### src/cdt_pkg.sv
// Constants, codes and helpers shared by the cascaded timer controller
package cdt_pkg;
	// Software-side port
	localparam int SW_AW = 3;
	localparam int SW_DW = 16;
	localparam logic [2:0] SW_CMD = 3'h0;
	localparam logic [2:0] SW_PERIOD = 3'h1;
	localparam logic [2:0] SW_DUTY = 3'h2;
	localparam logic [2:0] SW_POWER = 3'h3;
	localparam logic [2:0] SW_STATUS = 3'h4;
	localparam logic [2:0] SW_MATCH = 3'h5;
	// Command word fields
	localparam int CMD_GO_BIT = 0;
	localparam int CMD_STOP_BIT = 1;
	localparam int CMD_UNIT_BIT = 2;
	localparam int CMD_MODE_LSB = 3;
	localparam int CMD_CLK_LSB = 6;
	localparam int CMD_TFF_BIT = 9;
	// Power word fields
	localparam int PWR_SLOW_BIT = 0;
	localparam int PWR_SUPP_BIT = 1;
	// Status word fields (bits 4..7 are write-one-to-clear)
	localparam int ST_ERR_CLK_BIT = 4;
	localparam int ST_ERR_VAL_BIT = 5;
	localparam int ST_ERR_TFF_BIT = 6;
	localparam int ST_ERR_BUSY_BIT = 7;
	// Reset values
	localparam logic [15:0] PERIOD_RST = 16'h0000;
	localparam logic [15:0] DUTY_RST = 16'h0000;
	localparam logic [7:0] COUNT_RST = 8'h00;
	// Device register addresses
	localparam logic [7:0] DEV_CTL_LO = 8'h1A;
	localparam logic [7:0] DEV_CTL_UP = 8'h1B;
	localparam logic [7:0] DEV_TT_LO = 8'h1C;
	localparam logic [7:0] DEV_TT_UP = 8'h1D;
	localparam logic [7:0] DEV_PW_LO = 8'h1E;
	localparam logic [7:0] DEV_PW_UP = 8'h1F;
	localparam logic [7:0] DEV_AUX = 8'h19;
	// Device control byte layout
	localparam int CTL_RUN_BIT = 3;
	localparam int CTL_TFF_BIT = 7;
	localparam logic [7:0] AUX_SUPP_MASK = 8'h08;
	// Mode field codes
	localparam logic [2:0] MODE_TIMER = 3'h0;
	localparam logic [2:0] MODE_PDO = 3'h1;
	localparam logic [2:0] MODE_PWM = 3'h2;
	localparam logic [2:0] MODE_CASCADE = 3'h3;
	localparam logic [2:0] MODE_T16 = 3'h4;
	localparam logic [2:0] MODE_WARM = 3'h5;
	localparam logic [2:0] MODE_PWM16 = 3'h6;
	localparam logic [2:0] MODE_PPG = 3'h7;
	// Clock select codes
	localparam logic [2:0] CLK_SLOWEST = 3'h0;
	localparam logic [2:0] CLK_D8 = 3'h3;
	localparam logic [2:0] CLK_LOW = 3'h4;
	localparam logic [2:0] CLK_HIGH = 3'h6;
	localparam logic [2:0] CLK_PIN = 3'h7;
	// Compare limits
	localparam logic [15:0] LIM_ONE = 16'h0001;
	localparam logic [15:0] LIM8_MAX = 16'h00FF;
	localparam logic [15:0] PWM8_MIN = 16'h0002;
	localparam logic [15:0] PWM8_MAX = 16'h00FE;
	localparam logic [15:0] WARM_MIN = 16'h0100;
	localparam logic [15:0] PWM16_MAX = 16'hFFFE;

	typedef enum logic [3:0] {
		ST_IDLE = 4'h0,
		ST_TT_LO = 4'h1,
		ST_TT_HI = 4'h2,
		ST_PW_LO = 4'h3,
		ST_PW_HI = 4'h4,
		ST_AUX = 4'h5,
		ST_CTL_LO = 4'h6,
		ST_CTL = 4'h7,
		ST_STOP = 4'h8
	} cdt_state_t;

	function automatic logic [7:0] ctl_byte(input logic run, input logic tff,
		input logic [2:0] clk, input logic [2:0] mode);
		return {tff, clk, run, mode};
	endfunction
endpackage

### src/cdt_chk_if.sv
// Carrier between the sequencer and the legality checker
`timescale 1ns/1ps
interface cdt_chk_if;
	logic slow;
	logic [2:0] mode;
	logic [2:0] clk;
	logic tff;
	logic [15:0] period;
	logic [15:0] duty;
	logic clk_ok;
	logic val_ok;
	logic tff_ok;
	modport seq (output slow, mode, clk, tff, period, duty, input clk_ok, val_ok, tff_ok);
	modport chk (input slow, mode, clk, tff, period, duty, output clk_ok, val_ok, tff_ok);
endinterface

### src/cdt_ctrl.sv
// Host controller that programs and sequences the cascadable dual timer
`timescale 1ns/1ps
module cdt_ctrl
	import cdt_pkg::*;
(
	input wire logic ref_clk_i,
	input wire logic rst_i,
	input wire logic [SW_AW-1:0] sw_addr_i,
	input wire logic [SW_DW-1:0] sw_wdata_i,
	input wire logic sw_wr_i,
	input wire logic sw_rd_i,
	output logic [SW_DW-1:0] sw_rdata_o,
	output logic [7:0] dev_addr_o,
	output logic [7:0] dev_wdata_o,
	output logic dev_wr_o,
	input wire logic [1:0] tmr_match_i
);
	cdt_state_t state_r, state_nxt;
	logic [15:0] period_r, duty_r;
	logic slow_r, supp_r;
	logic [1:0] run_r;
	logic act_unit_r, act_wide_r;
	logic [2:0] mode_r [2];
	logic [2:0] clk_r [2];
	logic tff_r [2];
	logic [3:0] err_r;
	logic [1:0] m1_r, m2_r, m3_r;
	logic [7:0] cnt_r [2];
	logic [7:0] wr_addr_w, wr_data_w;

	cdt_chk_if chk_if ();

	cdt_check u_check (
		.ref_clk_i(ref_clk_i),
		.rst_i(rst_i),
		.chk(chk_if.chk)
	);

	// Software command decode
	wire logic wr_cmd_w = sw_wr_i && sw_addr_i == SW_CMD;
	wire logic go_w = wr_cmd_w && sw_wdata_i[CMD_GO_BIT];
	wire logic stop_req_w = wr_cmd_w && sw_wdata_i[CMD_STOP_BIT] && !sw_wdata_i[CMD_GO_BIT];
	wire logic [2:0] cmd_mode_w = sw_wdata_i[CMD_MODE_LSB +: 3];
	wire logic [2:0] cmd_clk_w = sw_wdata_i[CMD_CLK_LSB +: 3];
	wire logic cmd_tff_w = sw_wdata_i[CMD_TFF_BIT];
	wire logic cmd_wide_w = cmd_mode_w[2];
	// Wide modes always act through the upper unit's run and flip-flop control
	wire logic cmd_unit_w = cmd_wide_w | sw_wdata_i[CMD_UNIT_BIT];
	wire logic idle_w = state_r == ST_IDLE;
	wire logic unit_busy_w = cmd_wide_w ? |run_r : run_r[cmd_unit_w];
	// Starting a running unit is refused so its settings never move mid-run
	wire logic go_ok_w = go_w && idle_w && !unit_busy_w;
	wire logic start_w = go_ok_w && chk_if.clk_ok && chk_if.val_ok && chk_if.tff_ok;
	wire logic stop_unit_w = (run_r[1] && act_wide_r) | sw_wdata_i[CMD_UNIT_BIT];
	wire logic stop_w = stop_req_w && idle_w && run_r[stop_unit_w];
	wire logic reg_wr_w = sw_wr_i && (sw_addr_i == SW_PERIOD || sw_addr_i == SW_DUTY);
	wire logic busy_hit_w = (go_w && !go_ok_w) || ((reg_wr_w || stop_req_w) && !idle_w);
	wire logic [3:0] err_set_w = {busy_hit_w, go_ok_w && !chk_if.tff_ok,
		go_ok_w && !chk_if.val_ok, go_ok_w && !chk_if.clk_ok};
	wire logic [3:0] err_clr_w = (sw_wr_i && sw_addr_i == SW_STATUS) ?
		sw_wdata_i[ST_ERR_CLK_BIT +: 4] : 4'h0;
	wire logic [1:0] edge_w = m2_r & ~m3_r;
	wire logic cnt_clr_w = sw_wr_i && sw_addr_i == SW_MATCH;

	assign chk_if.slow = slow_r;
	assign chk_if.mode = cmd_mode_w;
	assign chk_if.clk = cmd_clk_w;
	assign chk_if.tff = cmd_tff_w;
	assign chk_if.period = period_r;
	assign chk_if.duty = duty_r;

	// Device register write selection
	wire logic lo_target_w = act_wide_r || !act_unit_r;
	wire logic [7:0] ctl_addr_w = act_unit_r ? DEV_CTL_UP : DEV_CTL_LO;
	wire logic [7:0] run_byte_w = ctl_byte(1'b1, tff_r[act_unit_r], clk_r[act_unit_r],
		mode_r[act_unit_r]);
	wire logic [7:0] stop_byte_w = ctl_byte(1'b0, tff_r[act_unit_r], clk_r[act_unit_r],
		mode_r[act_unit_r]);

	always_comb begin
		wr_addr_w = 8'h00;
		wr_data_w = 8'h00;
		state_nxt = state_r;
		unique case (state_r)
			ST_IDLE: begin
				if (start_w) begin
					state_nxt = ST_TT_LO;
				end else if (stop_w) begin
					state_nxt = ST_STOP;
				end
			end
			// Compare values go out only while the unit is stopped
			ST_TT_LO: begin
				wr_addr_w = lo_target_w ? DEV_TT_LO : DEV_TT_UP;
				wr_data_w = period_r[7:0];
				state_nxt = act_wide_r ? ST_TT_HI : ST_PW_LO;
			end
			ST_TT_HI: begin
				wr_addr_w = DEV_TT_UP;
				wr_data_w = period_r[15:8];
				state_nxt = ST_PW_LO;
			end
			ST_PW_LO: begin
				wr_addr_w = lo_target_w ? DEV_PW_LO : DEV_PW_UP;
				wr_data_w = duty_r[7:0];
				state_nxt = act_wide_r ? ST_PW_HI : ST_AUX;
			end
			ST_PW_HI: begin
				wr_addr_w = DEV_PW_UP;
				wr_data_w = duty_r[15:8];
				state_nxt = ST_AUX;
			end
			// Limitation: other aux bits are written as zero
			ST_AUX: begin
				wr_addr_w = DEV_AUX;
				wr_data_w = supp_r ? AUX_SUPP_MASK : 8'h00;
				state_nxt = act_wide_r ? ST_CTL_LO : ST_CTL;
			end
			ST_CTL_LO: begin
				wr_addr_w = DEV_CTL_LO;
				wr_data_w = ctl_byte(1'b0, 1'b0, clk_r[1], MODE_CASCADE);
				state_nxt = ST_CTL;
			end
			ST_CTL: begin
				wr_addr_w = ctl_addr_w;
				wr_data_w = run_byte_w;
				state_nxt = ST_IDLE;
			end
			ST_STOP: begin
				wr_addr_w = ctl_addr_w;
				wr_data_w = stop_byte_w;
				state_nxt = ST_IDLE;
			end
			default: begin
				state_nxt = ST_IDLE;
			end
		endcase
	end

	always_ff @(posedge ref_clk_i) begin
		if (rst_i) begin
			state_r <= ST_IDLE;
			dev_wr_o <= 1'b0;
			dev_addr_o <= 8'h00;
			dev_wdata_o <= 8'h00;
		end else begin
			state_r <= state_nxt;
			dev_wr_o <= state_r != ST_IDLE;
			dev_addr_o <= wr_addr_w;
			dev_wdata_o <= wr_data_w;
		end
	end

	// Per-unit settings change only on an accepted start
	always_ff @(posedge ref_clk_i) begin
		if (rst_i) begin
			act_unit_r <= 1'b0;
			act_wide_r <= 1'b0;
			mode_r <= '{MODE_TIMER, MODE_TIMER};
			clk_r <= '{CLK_SLOWEST, CLK_SLOWEST};
			tff_r <= '{1'b0, 1'b0};
		end else if (start_w) begin
			act_unit_r <= cmd_unit_w;
			act_wide_r <= cmd_wide_w;
			mode_r[cmd_unit_w] <= cmd_mode_w;
			clk_r[cmd_unit_w] <= cmd_clk_w;
			tff_r[cmd_unit_w] <= cmd_tff_w;
		end else if (stop_w) begin
			act_unit_r <= stop_unit_w;
		end
	end

	always_ff @(posedge ref_clk_i) begin
		if (rst_i) begin
			run_r <= 2'h0;
		end else if (state_r == ST_CTL) begin
			run_r <= act_wide_r ? 2'h3 : (run_r | (act_unit_r ? 2'h2 : 2'h1));
		end else if (state_r == ST_STOP) begin
			run_r <= act_wide_r ? 2'h0 : (run_r & (act_unit_r ? 2'h1 : 2'h2));
		end
	end

	// Values held here; all but slow_r pushed to the device only at start
	always_ff @(posedge ref_clk_i) begin
		if (rst_i) begin
			period_r <= PERIOD_RST;
			duty_r <= DUTY_RST;
			slow_r <= 1'b0;
			supp_r <= 1'b0;
		end else if (sw_wr_i && idle_w) begin
			if (sw_addr_i == SW_PERIOD) begin
				period_r <= sw_wdata_i;
			end
			if (sw_addr_i == SW_DUTY) begin
				duty_r <= sw_wdata_i;
			end
			if (sw_addr_i == SW_POWER) begin
				slow_r <= sw_wdata_i[PWR_SLOW_BIT];
				supp_r <= sw_wdata_i[PWR_SUPP_BIT];
			end
		end
	end

	// Sticky errors; a new error beats a clear in the same cycle
	always_ff @(posedge ref_clk_i) begin
		if (rst_i) begin
			err_r <= 4'h0;
		end else begin
			err_r <= (err_r & ~err_clr_w) | err_set_w;
		end
	end

	// Match pins come from the device's clock, so two stages before use
	always_ff @(posedge ref_clk_i) begin
		if (rst_i) begin
			m1_r <= 2'h0;
			m2_r <= 2'h0;
			m3_r <= 2'h0;
		end else begin
			m1_r <= tmr_match_i;
			m2_r <= m1_r;
			m3_r <= m2_r;
		end
	end

	for (genvar u = 0; u < 2; u++) begin : g_cnt
		always_ff @(posedge ref_clk_i) begin
			if (rst_i) begin
				cnt_r[u] <= COUNT_RST;
			end else if (cnt_clr_w) begin
				cnt_r[u] <= edge_w[u] ? 8'h01 : COUNT_RST;
			end else if (edge_w[u]) begin
				cnt_r[u] <= cnt_r[u] + 8'h01;
			end
		end
	end

	wire logic [15:0] cmd_rb_w = {6'h00, tff_r[act_unit_r], clk_r[act_unit_r],
		mode_r[act_unit_r], act_unit_r, 2'h0};
	wire logic [15:0] status_w = {8'h00, err_r, act_wide_r, run_r, !idle_w};
	wire logic [15:0] rd_mux_w = sw_addr_i == SW_CMD ? cmd_rb_w :
		sw_addr_i == SW_PERIOD ? period_r :
		sw_addr_i == SW_DUTY ? duty_r :
		sw_addr_i == SW_POWER ? {14'h0000, supp_r, slow_r} :
		sw_addr_i == SW_STATUS ? status_w :
		sw_addr_i == SW_MATCH ? {cnt_r[1], cnt_r[0]} : 16'h0000;

	always_ff @(posedge ref_clk_i) begin
		if (rst_i) begin
			sw_rdata_o <= 16'h0000;
		end else begin
			sw_rdata_o <= sw_rd_i ? rd_mux_w : 16'h0000;
		end
	end
endmodule

### src/cdt_check.sv
// Legality of a requested mode, source clock and compare values
`timescale 1ns/1ps
module cdt_check
	import cdt_pkg::*;
(
	input wire logic ref_clk_i,
	input wire logic rst_i,
	cdt_chk_if.chk chk
);
	wire logic fast_tap_w;
	wire logic [16:0] duty_inc_w;

	assign fast_tap_w = chk.clk <= CLK_D8;
	assign duty_inc_w = {1'b0, chk.duty} + 17'h00001;

	// Clock legality per mode and power mode
	always_comb begin
		unique case (chk.mode)
			MODE_TIMER, MODE_T16: chk.clk_ok = chk.slow ?
				(chk.clk == CLK_SLOWEST || chk.clk == CLK_PIN) : (fast_tap_w || chk.clk == CLK_PIN);
			MODE_PDO: chk.clk_ok = chk.slow ? (chk.clk == CLK_SLOWEST) : fast_tap_w;
			MODE_PWM: chk.clk_ok = chk.slow ?
				(chk.clk == CLK_SLOWEST || chk.clk == CLK_LOW) : (chk.clk != CLK_PIN);
			MODE_WARM: chk.clk_ok = chk.slow ? (chk.clk == CLK_HIGH) : (chk.clk == CLK_LOW);
			MODE_PWM16: chk.clk_ok = chk.slow ? (chk.clk == CLK_SLOWEST || chk.clk == CLK_LOW
				|| chk.clk == CLK_PIN) : 1'b1;
			MODE_PPG: chk.clk_ok = chk.slow ?
				(chk.clk == CLK_SLOWEST || chk.clk == CLK_PIN) : (fast_tap_w || chk.clk == CLK_PIN);
			MODE_CASCADE: chk.clk_ok = 1'b0;
		endcase
	end

	// Compare value legality per mode
	always_comb begin
		unique case (chk.mode)
			MODE_TIMER, MODE_PDO: chk.val_ok = chk.period >= LIM_ONE && chk.period <= LIM8_MAX;
			MODE_PWM: chk.val_ok = chk.duty >= PWM8_MIN && chk.duty <= PWM8_MAX;
			MODE_T16: chk.val_ok = chk.period >= LIM_ONE;
			MODE_WARM: chk.val_ok = chk.period >= WARM_MIN;
			MODE_PWM16: chk.val_ok = chk.duty >= PWM8_MIN && chk.duty <= PWM16_MAX;
			MODE_PPG: chk.val_ok = chk.duty >= LIM_ONE && duty_inc_w < {1'b0, chk.period};
			MODE_CASCADE: chk.val_ok = 1'b0;
		endcase
	end

	// Plain timer and event counter keep the flip-flop control low
	assign chk.tff_ok = !((chk.mode == MODE_TIMER || chk.mode == MODE_T16) && chk.tff);
endmodule

### config.mk
export PLATFORM = sky130hd
export DESIGN_NAME = cdt_ctrl
export DESIGN_NICKNAME = d
export VERILOG_FILES = /design/src/cdt_pkg.sv /design/src/cdt_chk_if.sv /design/src/cdt_ctrl.sv /design/src/cdt_check.sv
export SDC_FILE = /design/constraint.sdc
export NUM_CORES = 1
export LEC_CHECK = 0
export BUFFER_PORTS_ARGS = -buffer_cell sky130_fd_sc_hd__buf_4
export CAP_MARGIN = 10
export CORE_MARGIN = 10
export CORE_UTILIZATION = 40
export CTS_BUF_LIST = sky130_fd_sc_hd__clkbuf_2
export DETAILED_ROUTE_END_ITERATION = 10
export HOLD_SLACK_MARGIN = 0.06
export PLACE_DENSITY = 0.7
export SYNTH_ARGS = -nofsm -noshare
export SYNTH_HDL_FRONTEND = slang
export SYNTH_SLANG_ARGS = --single-unit
export TNS_END_PERCENT = 30
### constraint.sdc
create_clock -name ref_clk_i -period 3.58 [get_ports ref_clk_i]
set_clock_uncertainty 0.15 [all_clocks]
set_input_delay 0.358 -clock ref_clk_i [delete_from_list [all_inputs] [get_ports ref_clk_i]]
set_output_delay 0.358 -clock ref_clk_i [all_outputs]
set_load 0.01 [all_outputs]
Yosys cells after proc, flatten, opt, wreduce, memory -nomap -nowiden
Memories as Yosys holds them, arrays and structs flattened.
Index checks and enable logic that the tools add are counted.

storage, ports and cells
  register bits = 99
  bits in writable memories = 16
  bits of input ports = 25
  output and inout bits = 33
  logic and storage cells = 216
  memories kept = 1

memory list
  memory  depth  bits a word  read ports  clocked after Yosys merged registers in  write ports  line            source
  cnt_r   2      8            2           0                                        2            cdt_ctrl.sv:28  logic [7:0] cnt_r [2];

operators by class
  add/sub/neg operators = 3
  magnitude comparators = 14
  equal/unequal tests = 25
  muxes and demuxes = 74
  bitwise operators = 16
  reductions and logical operators = 60

operators by type and width
  cell                                                                                   number
  16-bit two-way mux                                                                     5
  8-bit case mux with 8 select lines                                                     1
  1-bit two-way mux                                                                      37
  5-bit case mux with 7 select lines                                                     1
  16-bit by 1-bit greater-or-equal comparator with 1-bit output (second input constant)  2
  16-bit by 8-bit <= comparator with 1-bit output (second input constant)                2
  8-bit two-way mux                                                                      4
  4-bit case mux with 7 select lines                                                     1
  3-bit equality test (second input constant)                                            9
  1-bit logical AND                                                                      27
  3-bit two-way mux                                                                      7
  16-bit by 1-bit adder with 17-bit output (second input constant)                       1
  17-bit by 16-bit < comparator with 1-bit output                                        1
  8-bit by 1-bit adder with 8-bit output (second input constant)                         2
  4-bit by 3-bit equality test with 1-bit output (second input constant)                 4
  16-bit by 2-bit greater-or-equal comparator with 1-bit output (second input constant)  1
  16-bit by 9-bit greater-or-equal comparator with 1-bit output (second input constant)  1
  16-bit <= comparator (second input constant)                                           1
  4-bit two-way mux                                                                      4
  6-bit bitwise mux                                                                      2
  3-bit by 2-bit equality test with 1-bit output (second input constant)                 4
  2-bit two-way mux                                                                      6
  10-bit two-way mux                                                                     1
  3-bit zero test                                                                        3
  other kinds (32)                                                                       65

Depth between registers and ports, before layout
  depth after elaboration = 11
  gate-level depth with buffers = 14
  gate-level depth less buffers = 13

Modules after synthesis
Synthesis repeated with hierarchy kept, for this count alone.

second synthesis, totals
  cells, all modules = 763
  area, all modules = 6,351.1 µm²

by module, submodules not included
  module     times used  cells an instance  area each (µm²)  seq. area each (µm²)
  cdt_ctrl   1           609                5,292.6          2,382.3
  cdt_check  1           154                1,058.5          0.0

Worst setup path after synthesis
No wires, ideal clock.

  path type = reg2reg
  start = register duty_r[0] (netlist: chk_if.duty[0])
  end = register err_r[1]
  setup time = 70 ps
  data arrival time = 2,889 ps
  data required time = 3,360 ps
  path slack = 471 ps
  stages on the path, launching flop included = 14
  buffers on the path = 1
  clock period less this slack = 3,109 ps
  cells stage by stage = dfxtp_1 > inv_2 > or4_1 > buf_2 > nor2_1 > xor2_1 > ha_1 > nand2_1 > o21ai_0 > a41oi_1 > nor3_1 > o22ai_2 > or4b_1 > a21oi_1

between the ends
  cells in the longest elaborated chain, start to end = 7
  elaborated cells between the ends (all ways) = 13
  those cells by class = add/sub: 1; order compare: 5; mux: 1; bitwise: 1; reduce/logical: 5

RTL lines
  element                                          line             source
  start: declaration                               cdt_ctrl.sv:19   logic [15:0] period_r, duty_r;
  start signal: assignment                         cdt_ctrl.sv:195  duty_r <= sw_wdata_i;
  16-bit by 1-bit adder with 17-bit output         cdt_check.sv:14  assign duty_inc_w = {1'b0, chk.duty} + 17'h00001;
  17-bit by 16-bit < comparator with 1-bit output  cdt_check.sv:41  MODE_PPG: chk.val_ok = chk.duty >= LIM_ONE && duty_inc_w < {1'b0, chk.period};
  1-bit logical AND                                cdt_check.sv:41
  1-bit case mux with 7 select lines (*)           cdt_check.sv:35  unique case (chk.mode)
  1-bit zero test (*)                              cdt_ctrl.sv:59   go_ok_w && !chk_if.val_ok, go_ok_w && !chk_if.clk_ok};
  1-bit logical AND (*)                            cdt_ctrl.sv:59
  4-bit bitwise OR (*)                             cdt_ctrl.sv:209  err_r <= (err_r & ~err_clr_w) | err_set_w;
  end signal: assignment                           cdt_ctrl.sv:209
  end: declaration                                 cdt_ctrl.sv:26   logic [3:0] err_r;

Mark *: on every way between the ends. The rest lies on a longest branch, timed or not.
A chain may end at the register's enable or synchronous reset.

Worst setup path in the final report
  start = register duty_r[8] (netlist: chk_if.duty[8])
  end = register err_r[1]

Same word-level chain as after synthesis.

==> flow_metrics.tcl <==
set metrics [dict create \
    outcome "finished, final reports clean" \
    place.gp.congestion 0.9389 \
    numCtsBuffers 9 \
    place_ws_ns 0.2202 \
    insertion_delay_ns 0.67 \
    routed_wl_mm 17.71 \
    synthMuxAreaShare 0.05701 \
    synth_area_leaders "dfxtp_1 (31%), edfxtp_1 (7.8%), a21oi_1 (6.4%)" \
    synth_top_family_by_area "simple AND/OR/NAND/NOR gates" \
    cp.arrival_ns 3.81 \
    critPathSlowestCell "dfxtp_1" \
    postSynth.topFlopCell "dfxtp_1" \
    cp_top_family "simple AND/OR/NAND/NOR gates" \
    yosys_warnings 0 \
    whs_path_depth 4 \
    first_global_vias 5348 \
    fin_crit_ns 3.324 \
    synthAdderAreaFrac 0.04276 \
    grt_max_degree 46 \
    synth_compound_area_frac 0.1637 \
    critical_path_buf_inv_count 0 \
    cp.required_ns 4.07 \
    first_pass_iters 5 \
    seq_area_frac_synth 0.3877 \
    syn_avg_cell_area_um2 8.032 \
    worstPathCellList "nand4_1, or4_1, nor2_1, xor2_1, ha_1, nand2_1, o21ai_0, a41oi_1, nor3_1, o22ai_2, or4b_1, a21oi_1" \
    timing.fmax_ghz 0.3008 \
    synth.distinct_cells 58 \
    clk_pin_slew_ns 0.31 \
    track_usage 0.1726 \
    endpoint_kind "register" \
    cts.sinks 111 \
    ctsRootBufferMaster "clkbuf_2" \
    r2r_cells 12 \
    grt_antenna_before_repair 1 \
    multi_input_area_um2 3430 \
    dieArea_um2 20720 \
    slew_headroom 0.4606 \
    fin_ws_ns 0.2558 \
    ioPinCount 58 \
    cp.depth 12 \
    wl_per_cell_um 17.46 \
    power_density_nw_per_um2 372.0 \
    path_class "reg2reg" \
    cp_max_fo 6 \
    syn2layout_area_growth_pct 15.23 \
    drt_iter0_markers 588 \
    finalSetupViolations 0 \
    regArea_um2 2389 \
    chipHeight_um 143.9 \
    cp-start-kind "register" \
    yosys_register_bits 111 \
    synth_top_area_share 0.3095 \
    drc 0 \
    drv_cap 0 \
    hold_viol_final 0 \
    p_leak_nw 2.642 \
    layout.nets 866 \
    fin_crit_sh 0.9286 \
    timing.hold.ws_ns 0.3065 \
    detail-route-antenna-nets 0 \
    initial_core_util 0.4057 \
    synth_area_um2 6145 \
    viasPerCell 5.596 \
    yosysTopAreaCell "dfxtp_1" \
    tritoncts "yes" \
    vias 5674 \
    slew_viol_final 0 \
    synth-edff-count 16 \
    syn_inst 765 \
    hpwl_mm 13.06 \
    htreeDepth 3 \
    die_x_um 143.9 \
    peakVddDrop_uv 187.1 \
    cts.path.max_buffers 2 \
    yosys.area_share.simple 0.2505 \
    tns_ns 0 \
    placementRows 45 \
    reg2reg_slack_ns 0.26 \
    grt_overflow 0 \
    rsz0062_at_grt "false" \
    nFillCells 1482 \
    worstMarginPinSlew_ns 0.8075 \
    grt_first_pass_wirelength_mm 28.27 \
    cp_slowest_stage_delay_ns 0.52 \
    portBuffers 54 \
    min-delay-path-class "in2reg" \
    synthXorXnorAreaFrac 0.04134 \
    ys_async_sr_fraction 0 \
    fp.coreArea_um2 15150 \
    drive_gt1_frac 0.1212 \
]
## cell families after synthesis
family                   Yosys count
AO/OA/AOI/OAI                    161
XOR/XNOR                          29
adder cells (fa/ha/maj)           21
buffers and inverters             86
flip-flops                       111
multiplexers                      35
other                              1
AND/OR/NAND/NOR                  321
## metal layers
| metal | track usage | vias up | wire length (um) |
|---|---|---|---|
| met5 | 0 | - | 0 |
| met4 | 0.06502 | 0 | 404 |
| met3 | 0.03300 | 29 | 1274 |
| met2 | 0.2672 | 233 | 7984 |
| met1 | 0.2318 | 2657 | 8045 |
| li1 | - | 2755 | - |
## stage by stage
step	area, um^2	utilization	instances	power [mW]
2_1_floorplan	6152	-	767	1.872
3_3_place_gp	6681	0.4411	967	2.087
3_5_place_dp	6681	0.4411	967	2.091
4_1_cts	7064	0.4664	1012	2.635
5_1_grt	7081	0.4675	1014	2.773
6_report	7081	0.4675	1014	2.634
## worst paths after layout
check,from,endpoint
setup / recovery,chk_if.duty[8]$_SDFFE_PP0P_,err_r[1]$_SDFF_PP0_
hold / removal,sw_wdata_i[15],chk_if.period[15]$_SDFFE_PP0P_
setup reg to reg,chk_if.duty[8]$_SDFFE_PP0P_,err_r[1]$_SDFF_PP0_
hold reg to reg,m1_r[1]$_SDFF_PP0_,m2_r[1]$_SDFF_PP0_
## where the power goes
group	switching (mW)	internal, mW
clock	0.429	0.0977
sequential	0.0650	1.33
combinational	0.418	0.291
total	0.912	1.72
## cell usage after synthesis, drive strengths merged (13+ instances only)
library cell / count
mux2i: 35
nand2: 105
xnor2: 14
dfxtp: 95
nor2: 89
clkbuf: 46
nand3: 25
inv: 26
nor2b: 16
buf: 13
o21ai: 17
a22oi: 16
a21oi: 79
xor2: 15
ha: 21
edfxtp: 16
nand2b: 28
## sequential cells by signal, indices dropped and copies added, names as in the netlist, 2 cells and up
name,flops
chk_if.period,16
chk_if.duty,16
clk_r,6
m1_r,2
dev_addr_o,4
dev_wdata_o,8
err_r,4
cnt_r,16
m2_r,2
tff_r,2
m3_r,2
run_r,2
mode_r,6
state_r,4
sw_rdata_o,16
## worst min-delay path, delay by kind of cell
family / cells / cell delay, ns
buffers and inverters: 2 / 0.68
and+or+nand+nor: 1 / 0.05
AOI/OAI and AO/OA: 1 / 0.05
## final cells by class
type                       count  share of cell area
multi-input combinational    570              0.4844
sequential                   111              0.3373
timing repair buffer         101              0.1173
tap                          188             0.03322
inverter                      27             0.01431
clock buffer                  10            0.007068
clock inverter                 6            0.006008
antenna                        1           0.0003534
## cells in the final DEF, fill, tap and decap left out, types with 16 or more instances in the layout
cell type,count
inv_1,24
a22oi_1,16
o21ai_0,17
nor2b_1,16
a21oi_1,79
buf_4,72
nand2b_1,28
nand3_1,24
mux2i_1,35
ha_1,21
edfxtp_1,16
dfxtp_1,90
nor2_1,89
dlygate4sd3_1,29
nand2_1,105
## timing repair
item | CTS | global route
hold buffers | 29 | 0
buffers inserted | 0 | 1
setup endpoints to repair | 0 | 15
resized for setup | 0 | 5
hold endpoints to repair | 87 | 0
(Power assumes the default switching activity.)
